--- config.mk ---
export PLATFORM = sky130hd
export DESIGN_NAME = hs_async_descriptor_exec
export DESIGN_NICKNAME = d
export VERILOG_FILES = /design/src/hs_desc_pkg.sv /design/src/desc_if.sv /design/src/desc_decode.sv /design/src/hs_async_descriptor_exec.sv /design/src/sync_fifo.sv
export SDC_FILE = /design/constraint.sdc
export NUM_CORES = 1
export LEC_CHECK = 0
export BUFFER_PORTS_ARGS = -buffer_cell sky130_fd_sc_hd__clkbuf_2
export CORE_MARGIN = 2
export CORE_UTILIZATION = 55
export DETAILED_ROUTE_END_ITERATION = 10
export HOLD_SLACK_MARGIN = 0.03
export PLACE_DENSITY = 0.77
export SYNTH_ARGS = -nofsm -noshare
export SYNTH_HDL_FRONTEND = slang
export SYNTH_HIERARCHICAL = 1
export SYNTH_SLANG_ARGS = --single-unit
--- constraint.sdc ---
create_clock -name i_ref_clk -period 21.3 [get_ports i_ref_clk]
set_input_delay 3.195 -clock i_ref_clk [delete_from_list [all_inputs] [get_ports i_ref_clk]]
set_output_delay 3.195 -clock i_ref_clk [all_outputs]
set_load 0.02 [all_outputs]
--- src/hs_desc_pkg.sv ---
package hs_desc_pkg;

   // ======================================================
   // register offsets (byte addresses on the plain port)
   localparam logic [7:0] OFF_DW0  = 8'h00;
   localparam logic [7:0] OFF_DW1  = 8'h04;
   localparam logic [7:0] OFF_DW2  = 8'h08;
   localparam logic [7:0] OFF_DW3  = 8'h0C;
   localparam logic [7:0] OFF_STAT = 8'h10;

   // ======================================================
   // reset values
   localparam logic [31:0] DW_RST  = 32'h0000_0000;
   localparam logic [15:0] OFF_RST = 16'h0000;

   // ======================================================
   // field positions, word 0
   localparam int V_BIT    = 0;
   localparam int REQ_LSB  = 3;   // requested_byte_total [17:3]
   localparam int MAXP_LSB = 18;  // max packet [28:18]
   localparam int MULT_LSB = 29;  // burst_packet_count [30:29]
   localparam int EP0_BIT  = 31;  // endpoint_number[0]
   // word 1 (descriptor bits 63:32)
   localparam int EPHI_LSB  = 0;  // endpoint_number[3:1]
   localparam int FADDR_LSB = 3;  // function_addr [41:35]
   localparam int PID_LSB   = 10; // pid_kind_code [43:42]
   localparam int KIND_LSB  = 12; // transfer_kind_code [45:44]
   localparam int SPLIT_BIT = 14; // divided_hub_flag [46]
   // word 2
   localparam int BASE_LSB = 8;   // payload_ram_base [23:8]
   localparam int RL_LSB   = 25;  // nak_reload_value [28:25]
   // word 3 (descriptor bits 127:96)
   localparam int MOVED_LSB = 0;  // bytes_moved_count [110:96]
   localparam int NAK_LSB   = 19; // nak_retry_budget [118:115]

   // ======================================================
   // codes
   localparam logic [1:0] PID_OUT      = 2'h0;
   localparam logic [1:0] PID_IN       = 2'h1;
   localparam logic [1:0] PID_SETUP    = 2'h2;
   localparam logic [1:0] PID_PING     = 2'h3;
   localparam logic [1:0] KIND_CONTROL = 2'h0;
   localparam logic [1:0] KIND_BULK    = 2'h2;
   localparam logic [2:0] HS_ACK       = 3'h0;
   localparam logic [2:0] HS_NAK       = 3'h1;
   localparam logic [2:0] HS_NYET      = 3'h2;
   localparam logic [2:0] HS_STALL     = 3'h3;
   localparam logic [2:0] HS_ERR       = 3'h4;

   // ======================================================
   // payload memory mapping and buffering
   localparam logic [15:0] RAM_CPU_OFFSET = 16'h0400;
   localparam int          RAM_UNIT_SHIFT = 3; // divide by eight
   localparam int          FIFO_W         = 64;
   localparam int          FIFO_D         = 8;

   // cpu address to payload ram address, for software's use
   function automatic logic [15:0] cpu_to_ram(input logic [18:0] a);
      logic [18:0] d;
      d = a - {3'h0, RAM_CPU_OFFSET};
      return d[18:RAM_UNIT_SHIFT];
   endfunction

   typedef enum logic [2:0] {
      ST_IDLE  = 3'b001,
      ST_TOKEN = 3'b010,
      ST_WAIT  = 3'b100
   } st_t;

endpackage

--- src/desc_if.sv ---
`timescale 1ns/1ns
interface desc_if;
   logic        valid;
   logic [14:0] req;
   logic [10:0] maxpkt;
   logic [1:0]  mult;
   logic [3:0]  ep;
   logic [6:0]  faddr;
   logic [1:0]  pid;
   logic [1:0]  kind;
   logic        split;
   logic [15:0] base;
   logic [3:0]  rl;
   logic [14:0] moved;
   logic [3:0]  nak;
   modport dec (output valid, req, maxpkt, mult, ep, faddr, pid, kind,
                split, base, rl, moved, nak);
   modport eng (input valid, req, maxpkt, mult, ep, faddr, pid, kind,
                split, base, rl, moved, nak);
endinterface

--- src/desc_decode.sv ---
`timescale 1ns/1ns
module desc_decode (
   input  wire logic [31:0] i_dw0,
   input  wire logic [31:0] i_dw1,
   input  wire logic [31:0] i_dw2,
   input  wire logic [31:0] i_dw3,
   desc_if.dec              d
);
   // ======================================================
   // field extraction
   assign d.valid  = i_dw0[hs_desc_pkg::V_BIT];
   assign d.req    = i_dw0[hs_desc_pkg::REQ_LSB +: 15];
   assign d.maxpkt = i_dw0[hs_desc_pkg::MAXP_LSB +: 11];
   assign d.mult   = i_dw0[hs_desc_pkg::MULT_LSB +: 2];
   // endpoint split over two words
   assign d.ep     = {i_dw1[hs_desc_pkg::EPHI_LSB +: 3],
                      i_dw0[hs_desc_pkg::EP0_BIT]};
   assign d.faddr  = i_dw1[hs_desc_pkg::FADDR_LSB +: 7];
   assign d.pid    = i_dw1[hs_desc_pkg::PID_LSB +: 2];
   assign d.kind   = i_dw1[hs_desc_pkg::KIND_LSB +: 2];
   assign d.split  = i_dw1[hs_desc_pkg::SPLIT_BIT];
   assign d.base   = i_dw2[hs_desc_pkg::BASE_LSB +: 16];
   assign d.rl     = i_dw2[hs_desc_pkg::RL_LSB +: 4];
   assign d.moved  = i_dw3[hs_desc_pkg::MOVED_LSB +: 15];
   assign d.nak    = i_dw3[hs_desc_pkg::NAK_LSB +: 4];
endmodule

--- src/hs_async_descriptor_exec.sv ---
`timescale 1ns/1ns
module hs_async_descriptor_exec (
   input  wire logic        i_ref_clk,
   input  wire logic        i_rst_n,
   // register port
   input  wire logic [7:0]  i_addr,
   input  wire logic [31:0] i_wdata,
   input  wire logic        i_wr,
   input  wire logic        i_rd,
   output logic      [31:0] o_rdata,
   // token request to the host port
   output logic             o_tok_valid,
   input  wire logic        i_tok_ready,
   output logic      [1:0]  o_tok_pid,
   output logic      [1:0]  o_tok_kind,
   output logic      [6:0]  o_tok_faddr,
   output logic      [3:0]  o_tok_ep,
   output logic             o_tok_split,
   output logic      [10:0] o_tok_maxpkt,
   // handshake result of the transaction
   input  wire logic        i_hs_valid,
   input  wire logic [2:0]  i_hs_code,
   input  wire logic [10:0] i_hs_bytes,
   // received payload from the endpoint
   input  wire logic        i_in_valid,
   input  wire logic [63:0] i_in_data,
   output logic             o_in_ready,
   // payload memory write side
   output logic             o_mem_valid,
   input  wire logic        i_mem_ready,
   output logic      [15:0] o_mem_addr,
   output logic      [63:0] o_mem_data,
   output logic             o_busy
);

   typedef struct packed {
      hs_desc_pkg::st_t  st;
      logic [3:0][31:0]  dw;
      logic [1:0]        pkt;
      logic [15:0]       off;
      logic [31:0]       rdata;
   } eng_t;

   eng_t        s_r;
   eng_t        s_nxt;
   logic [1:0]  rst_sync_r;
   logic        rst_n;
   logic        fifo_rvalid;
   logic        pop;
   logic [14:0] moved_sum;
   logic [1:0]  pkt_inc;
   logic        last_pkt;
   logic        done_ack;
   logic [3:0]  nak_dec;
   logic [2:0]  reg_sel;
   desc_if      d ();

   // ======================================================
   // reset release
   // async assertion, release aligned to the clock
   always_ff @(posedge i_ref_clk or negedge i_rst_n) begin
      if (!i_rst_n) begin
         rst_sync_r <= 2'h0;
      end else begin
         rst_sync_r <= {rst_sync_r[0], 1'b1};
      end
   end
   assign rst_n = rst_sync_r[1];

   // ======================================================
   // address decode
   // word index of a descriptor register, or 3'h4 if none
   function automatic logic [2:0] dw_sel(input logic [7:0] a);
      unique case (a)
         hs_desc_pkg::OFF_DW0: dw_sel = 3'h0;
         hs_desc_pkg::OFF_DW1: dw_sel = 3'h1;
         hs_desc_pkg::OFF_DW2: dw_sel = 3'h2;
         hs_desc_pkg::OFF_DW3: dw_sel = 3'h3;
         default:              dw_sel = 3'h4;
      endcase
   endfunction
   // decoded once, so the word index can be sliced
   assign reg_sel = dw_sel(i_addr);

   // ======================================================
   // descriptor field view
   desc_decode u_dec (
      .i_dw0 (s_r.dw[0]),
      .i_dw1 (s_r.dw[1]),
      .i_dw2 (s_r.dw[2]),
      .i_dw3 (s_r.dw[3]),
      .d     (d)
   );

   // ======================================================
   // payload buffer
   // back-pressure reaches the endpoint through o_in_ready
   sync_fifo #(
      .W (hs_desc_pkg::FIFO_W),
      .D (hs_desc_pkg::FIFO_D)
   ) u_fifo (
      .i_clk    (i_ref_clk),
      .i_rst_n  (rst_n),
      .i_wvalid (i_in_valid),
      .o_wready (o_in_ready),
      .i_wdata  (i_in_data),
      .o_rvalid (fifo_rvalid),
      .i_rready (i_mem_ready),
      .o_rdata  (o_mem_data)
   );
   assign o_mem_valid = fifo_rvalid;
   assign pop         = fifo_rvalid && i_mem_ready;
   // base is already a ram address, one unit per 8-byte word
   assign o_mem_addr  = d.base + s_r.off;

   // ======================================================
   // token fields straight from the descriptor words, token valid from the state
   assign o_tok_valid  = (s_r.st == hs_desc_pkg::ST_TOKEN);
   assign o_tok_pid    = d.pid;
   assign o_tok_kind   = d.kind;
   assign o_tok_faddr  = d.faddr;
   assign o_tok_ep     = d.ep;
   assign o_tok_split  = d.split;
   assign o_tok_maxpkt = d.maxpkt;
   assign o_busy       = (s_r.st != hs_desc_pkg::ST_IDLE);
   assign o_rdata      = s_r.rdata;

   // ======================================================
   // handshake arithmetic
   assign moved_sum = d.moved + i_hs_bytes;
   assign pkt_inc   = s_r.pkt + 2'h1;
   // burst count 00 matches when the packet count wraps, so it ends at the fourth packet
   assign last_pkt  = (pkt_inc == d.mult);
   assign done_ack  = last_pkt || (moved_sum >= d.req) ||
                      (i_hs_bytes < d.maxpkt);
   assign nak_dec   = d.nak - 4'h1;

   // ======================================================
   // engine next state
   always_comb begin
      s_nxt       = s_r;
      s_nxt.rdata = 32'h0000_0000;
      if (pop) begin
         s_nxt.off = s_r.off + 16'h0001;
      end
      unique case (s_r.st)
         hs_desc_pkg::ST_IDLE: begin
            if (d.valid) begin
               s_nxt.st  = hs_desc_pkg::ST_TOKEN;
               s_nxt.pkt = 2'h0;
               s_nxt.off = hs_desc_pkg::OFF_RST;
            end
         end
         hs_desc_pkg::ST_TOKEN: begin
            if (i_tok_ready) begin
               s_nxt.st = hs_desc_pkg::ST_WAIT;
            end
         end
         hs_desc_pkg::ST_WAIT: begin
            if (i_hs_valid) begin
               s_nxt.st = hs_desc_pkg::ST_TOKEN;
               case (i_hs_code)
                  hs_desc_pkg::HS_ACK,
                  hs_desc_pkg::HS_NYET: begin
                     // total kept live between burst packets
                     s_nxt.dw[3][hs_desc_pkg::MOVED_LSB +: 15] =
                        moved_sum;
                     s_nxt.dw[3][hs_desc_pkg::NAK_LSB +: 4] =
                        d.rl;
                     if (i_hs_code == hs_desc_pkg::HS_NYET &&
                         d.pid == hs_desc_pkg::PID_OUT) begin
                        // probe readiness before the next OUT
                        s_nxt.dw[1][hs_desc_pkg::PID_LSB +: 2] =
                           hs_desc_pkg::PID_PING;
                     end
                     if (d.pid == hs_desc_pkg::PID_PING &&
                         i_hs_code == hs_desc_pkg::HS_ACK) begin
                        // ping answered: resume data, no packet used
                        s_nxt.dw[1][hs_desc_pkg::PID_LSB +: 2] =
                           hs_desc_pkg::PID_OUT;
                     end else begin
                        s_nxt.pkt = pkt_inc;
                        if (done_ack) begin
                           s_nxt.dw[0][hs_desc_pkg::V_BIT] = 1'b0;
                           s_nxt.st = hs_desc_pkg::ST_IDLE;
                        end
                     end
                  end
                  hs_desc_pkg::HS_NAK: begin
                     // zero reload: budget untouched, retry forever
                     if (d.rl != 4'h0) begin
                        s_nxt.dw[3][hs_desc_pkg::NAK_LSB +: 4] =
                           nak_dec;
                        if (nak_dec == 4'h0) begin
                           s_nxt.dw[0][hs_desc_pkg::V_BIT] = 1'b0;
                           s_nxt.st = hs_desc_pkg::ST_IDLE;
                        end
                     end
                  end
                  default: begin
                     // stall or transaction error is fatal
                     s_nxt.dw[0][hs_desc_pkg::V_BIT] = 1'b0;
                     s_nxt.st = hs_desc_pkg::ST_IDLE;
                  end
               endcase
            end
         end
         default: begin
            s_nxt.st = hs_desc_pkg::ST_IDLE;
         end
      endcase
      // software write lands last, so its set of the pending bit
      // wins over a hardware clear in the same cycle
      if (i_wr && reg_sel != 3'h4) begin
         s_nxt.dw[reg_sel[1:0]] = i_wdata;
      end
      // read data stands only in the cycle after the strobe
      if (i_rd) begin
         if (reg_sel != 3'h4) begin
            s_nxt.rdata = s_r.dw[reg_sel[1:0]];
         end else if (i_addr == hs_desc_pkg::OFF_STAT) begin
            s_nxt.rdata = {24'h0000_00, s_r.pkt, fifo_rvalid,
                           o_in_ready, 1'b0, s_r.st};
         end
      end
   end

   // ======================================================
   // state register
   always_ff @(posedge i_ref_clk or negedge rst_n) begin
      if (!rst_n) begin
         s_r.st    <= hs_desc_pkg::ST_IDLE;
         s_r.dw    <= {4{hs_desc_pkg::DW_RST}};
         s_r.pkt   <= 2'h0;
         s_r.off   <= hs_desc_pkg::OFF_RST;
         s_r.rdata <= 32'h0000_0000;
      end else begin
         s_r <= s_nxt;
      end
   end

endmodule

--- src/sync_fifo.sv ---
`timescale 1ns/1ns
module sync_fifo #(
   parameter int W = 64,
   parameter int D = 8
) (
   input  wire logic         i_clk,
   input  wire logic         i_rst_n,
   input  wire logic         i_wvalid,
   output logic              o_wready,
   input  wire logic [W-1:0] i_wdata,
   output logic              o_rvalid,
   input  wire logic         i_rready,
   output logic [W-1:0]      o_rdata
);
   localparam int AW = $clog2(D);

   typedef struct packed {
      logic [D-1:0][W-1:0] mem;
      logic [AW:0]         wp;
      logic [AW:0]         rp;
   } fifo_t;

   fifo_t s_r;
   fifo_t s_nxt;
   logic  full;
   logic  empty;

   // ======================================================
   // flags: extra pointer bit tells full from empty
   assign empty    = (s_r.wp == s_r.rp);
   assign full     = (s_r.wp[AW] != s_r.rp[AW]) &&
                     (s_r.wp[AW-1:0] == s_r.rp[AW-1:0]);
   assign o_wready = !full;
   assign o_rvalid = !empty;
   assign o_rdata  = s_r.mem[s_r.rp[AW-1:0]];

   // pointer and storage update
   always_comb begin
      s_nxt = s_r;
      if (i_wvalid && !full) begin
         s_nxt.mem[s_r.wp[AW-1:0]] = i_wdata;
         s_nxt.wp = s_r.wp + 1'b1;
      end
      if (i_rready && !empty) begin
         s_nxt.rp = s_r.rp + 1'b1;
      end
   end

   always_ff @(posedge i_clk or negedge i_rst_n) begin
      if (!i_rst_n) begin
         s_r <= '0;
      end else begin
         s_r <= s_nxt;
      end
   end
endmodule

---- After elaboration in Yosys (flattened, before gate mapping) ----
Index checks and enable logic that the tools add are counted.
operators by class
  reductions and logical operators ........ 21
  multiplexer cells ....................... 48
  add/subtract/negate cells ............... 7
  magnitude comparators ................... 7
  equality and inequality tests ........... 21
operators by type and width
  operator                                                               number
  512-bit bitwise mux                                                    1
  64-bit binary-select mux with 3-bit select                             1
  64-bit demux with 3-bit select                                         1
  128-bit bitwise mux                                                    1
  32-bit two-way mux                                                     4
  64-bit two-way mux                                                     2
  119-bit two-way mux                                                    1
  32-bit binary-select mux with 2-bit select                             1
  32-bit demux with 2-bit select                                         1
  15-bit two-way mux                                                     3
  16-bit two-way mux                                                     2
  3-bit two-way mux                                                      7
  18-bit two-way mux                                                     1
  16-bit by 1-bit adder with 16-bit output, second input constant        1
  16-bit adder                                                           1
  8-bit by 4-bit equality test with 1-bit output, second input constant  2
  2-bit two-way mux                                                      8
  15-bit by 11-bit adder with 15-bit output                              1
  15-bit >= comparator                                                   1
  4-bit two-way mux                                                      3
  3-bit one-hot mux with 4 select lines                                  1
  11-bit less-than comparator                                            1
  3-bit one-hot mux with 3 select lines                                  1
  4-bit by 1-bit adder with 4-bit output, second input constant          2
  other kinds (38)                                                       56
storage, ports and cells
  output and inout port bits .............. 143
  flip-flop bits (word level) ............. 703
  logic and storage cells ................. 126
  input port bits ......................... 126

---- Logic depth before layout (Yosys ltp) ----
  word-level depth ........................ 11
  gate-level depth with buffers ........... 18
  mapped depth without buffers ............ 17

---- Hierarchy ----
Netlist, hierarchy kept.
modules (own cells, without submodules)
  module                    times used  seq. area each (um2)  area an instance (um2)  cells an instance
  sync_fifo                 1           13,012.5              24,379.6                1,355
  hs_async_descriptor_exec  1           4,580.6               10,254.8                1,054
  desc_decode               1           0.0                   630.6                   84

---- Worst setup path before layout ----
OpenSTA, ideal clock, no wires.
  path kind ............................... input -> register
  start ................................... input port i_hs_bytes[0]
  end ..................................... register s_r[178] (netlist name)
  arrival time ............................ 6.320 ns
  buffers on the path ..................... 0
  data required time ...................... 21.211 ns
  path slack .............................. 14.891 ns
  stages .................................. 17
  setup time .............................. 0.089 ns
  cell sequence ........................... ha_1 > inv_1 > fa_1 > nor2b_4 > o31a_1 > o41a_1 > a311o_1 > and2_1 > o21ai_2 > xnor2_1 > ha_1 > nand4_1 > a21oi_1 > a21oi_1 > and4b_1 > a211o_1 > a211oi_1
RTL lines
  what             RTL line                        source
  start, declared  hs_async_descriptor_exec.sv:23  input wire logic [10:0] i_hs_bytes,

---- Final worst setup path ----
  start ................................... register u_fifo/s_r[1] (netlist name)
  end ..................................... output port o_mem_data[17]
between the ends
  cells in the longest elaborated chain, start to end .. 2
ends and longest elaborated chain
  what                                        RTL line                        source
  start, declared                             sync_fifo.sv:23                 fifo_t s_r;
  start signal, assigned                      sync_fifo.sv:53                 s_r <= s_nxt;
  64-bit binary-select mux with 3-bit select  sync_fifo.sv:35                 assign o_rdata = s_r.mem[s_r.rp[AW-1:0]];
  64-bit two-way mux (implied by the code)    sync_fifo.sv:35
  end, declared                               hs_async_descriptor_exec.sv:32  output logic [63:0] o_mem_data,
No other way between the ends. The select of a mux whose other input is x is not followed.

==> results_dict.tcl <==
set metrics [dict create \
    status "complete, no violations" \
    setup_slack_ns 14.28 \
    synthCells 2493 \
    area_growth_pct 9.59 \
    critPathLaunchType "flip-flop" \
    globalplace.congestion 0.924 \
    cp-startpoint "u_fifo/s_r[1]" \
    dieArea_um2 66200 \
    detail-route-antenna-nets 0 \
    cp.required_ns 18.11 \
    vdd_drop_max_mv 0.0802 \
    synth_nets 2677 \
    viasPerCell 5.99 \
    post_cts_buffers 0 \
    drv_slew 0 \
    first_global_vias 22800 \
    overflow 0 \
    synth_ff_type "dfrtp_1" \
    dp_hpwl_um 51600 \
    post-route-period-util 0.330 \
    fp-row-count 92 \
    drt-initial-drc-count 1627 \
    design_area_um2 38600 \
    io_pins 269 \
    synth_top_area_frac 0.498 \
    clock_path_buffers 3 \
    final_layout_size_suffix_gt1_frac 0.456 \
    fin_skew_ns 0.0279 \
    tns_ns 0 \
    ys_ff_latch 703 \
    dp_cells 3381 \
    worst-r2r-setup-slack_ns 16.91 \
    die_h_um 257 \
    cts_tree "built" \
    synth_most_common_cell "dfrtp_1" \
    setup_viol 0 \
    yosys-top-cells-area "dfrtp_1, mux2_2, mux2_4, mux4_2, buf_4" \
    max_freq_mhz 142 \
    final_util 0.612 \
    synth_cell_types 75 \
    clk_root_buffer_cell "clkbuf_16" \
    pwr_density_cell_nw_per_um2 149 \
    antenna_found_initial 5 \
    fin_cells 3515 \
    start_util 0.558 \
    seqCellArea_um2 17600 \
    io_buffers 268 \
    max_stage_delay_ns 0.78 \
    worstPathArrival_ns 3.82 \
    cts_buffers 75 \
    synthArstFlopShare 1.00 \
    cts_sinks 703 \
    worst_slew_pin_slew_ns 1.26 \
    leakagePower_uw 0.0178 \
    vias 21100 \
    maxCapViolations 0 \
    crit_path_end_kind "primary output" \
    reg2reg_to "u_fifo/s_r[73]" \
    rsz0062_at_grt "no" \
    drc_errors 0 \
    clk_pin_slew_ns 0.06 \
    final_nets 2796 \
    grtUsageTotal 0.255 \
    worst_path_max_delay_cell "buf_4" \
    syn_area_per_cell_um2 14.1 \
    synth_area_um2 35300 \
    ys_warn_count 6 \
    critPathCapture "o_mem_data[17]" \
    hp-class "flip-flop to flip-flop" \
    r2r_cells 6 \
    regToRegStartpoint "u_fifo/s_r[1]" \
    cp_max_fo 53 \
    synth_common_cells "dfrtp_1, mux2_2, mux2_4" \
    critPathKind "flip-flop to primary output" \
    dieWidth_um 257 \
    placed_cell_area_um2 36100 \
    synth_edf_count 0 \
    relSlewSlack 0.160 \
    ys_seq_area_frac 0.499 \
    core_area_um2 63200 \
    path_cells "buf_4, buf_4, mux4_2, mux2_2, clkbuf_2" \
    h-tree-depth 3 \
    ctsResizeCount 0 \
    wire_per_inst_um 23.7 \
    cts_hold_buffers 0 \
    post-place-ws_ns 14.37 \
    critical_path.most_common_cell "buf_4" \
    drtPass1Iterations 5 \
    clk_latency_ns 0.64 \
    drt_wl_total_um 83200 \
    multi_input_area_um2 15700 \
    grt_pass1_wl_um 132000 \
    fillers 4597 \
    fin_crit_ns 7.02 \
    hold_viol 0 \
    synth_top_area_cell "dfrtp_1" \
    grt_max_degree 176 \
]
## state kept, by name, summed over array words and instances (netlist names)
name	flops
rst_sync_r	2
s_r	149
o_rdata	32
u_fifo/s_r	520
## report_power, final
part / switching [uW] / leakage (uW) / internal, uW
combinational: 982 / 0.00787 / 1300
sequential: 332 / 0.00876 / 1860
clock: 545 / 0.00121 / 752
total: 1860 / 0.0178 / 3920
## layout by cell type, fill, tap and decap left out, drive strengths merged, types with 3 or more instances in the layout
| cell type | instances |
|---|---|
| buf | 31 |
| o21a | 9 |
| nor3b | 4 |
| nand3b | 7 |
| nand4 | 10 |
| mux4 | 135 |
| or3 | 4 |
| nor2b | 34 |
| nand4b | 3 |
| inv | 41 |
| nor2 | 77 |
| clkbuf | 376 |
| and3 | 9 |
| xnor2 | 29 |
| nand2 | 184 |
| a21oi | 47 |
| bufinv | 3 |
| mux2i | 29 |
| a31oi | 37 |
| ha | 56 |
| dfrtp | 702 |
| and2 | 3 |
| clkinv | 18 |
| a211oi | 7 |
| nand2b | 3 |
| o22ai | 27 |
| a221oi | 5 |
| nand3 | 31 |
| xor2 | 25 |
| mux2 | 641 |
| a21o | 7 |
| o21ai | 29 |
| clkinvlp | 3 |
| nor3 | 9 |
## cell type report
class,count,share of cell area
Antenna cell,1,0.0000648
Inverter,41,0.00398
Sequential cell,703,0.456
Clock buffer,109,0.0560
Clock inverter,24,0.00871
Timing Repair Buffer,298,0.0412
Multi-Input combinational cell,1493,0.407
Tap cell,846,0.0274
## worst max-delay path: cells and delay by family (launching register included)
family   cells  cell delay [ns]
buf+inv      3             1.69
mux          2             0.71
flops        1             0.71
## worst min-delay path by stage
stage | cells after the start | from | slack, ns | end
6_report | 0 | rst_sync_r[0] | 0.36 | rst_sync_r[1]
2_1_floorplan | 0 | rst_sync_r[0] | 0.33 | rst_sync_r[1]
4_1_cts | 0 | rst_sync_r[0] | 0.36 | rst_sync_r[1]
3_5_place_dp | 0 | rst_sync_r[0] | 0.35 | rst_sync_r[1]
3_3_place_gp | 0 | rst_sync_r[0] | 0.34 | rst_sync_r[1]
5_1_grt | 0 | rst_sync_r[0] | 0.37 | rst_sync_r[1]
## per-stage QoR
step,power [uW],hold slack (ns)
after global placement,4370,0.339
final,5780,0.358
after detailed placement,4480,0.345
after floorplan,3950,0.331
after CTS,5820,0.362
after global routing,6060,0.372
## cell families after synthesis
kind of cell    count (synthesis)  share of synthesized area
xor+xnor                       54                     0.0136
mux                           805                      0.325
compound gates                186                     0.0331
buf+inv                       297                     0.0558
other cells                     1                   0.000106
fa+ha+maj                      58                     0.0210
simple gates                  389                     0.0528
flops                         703                      0.499
## layer usage
layer | vias up | share of wire | wire length, um | GRT usage
met5 | - | 0.00060 | 50 | 0
met4 | 8 | 0.027 | 2240 | 0.0788
met3 | 156 | 0.059 | 4910 | 0.0540
met2 | 668 | 0.50 | 41800 | 0.430
met1 | 11100 | 0.41 | 34300 | 0.332
li1 | 9114 | - | - | -
No activity file was read; power rests on OpenSTA's default activity.
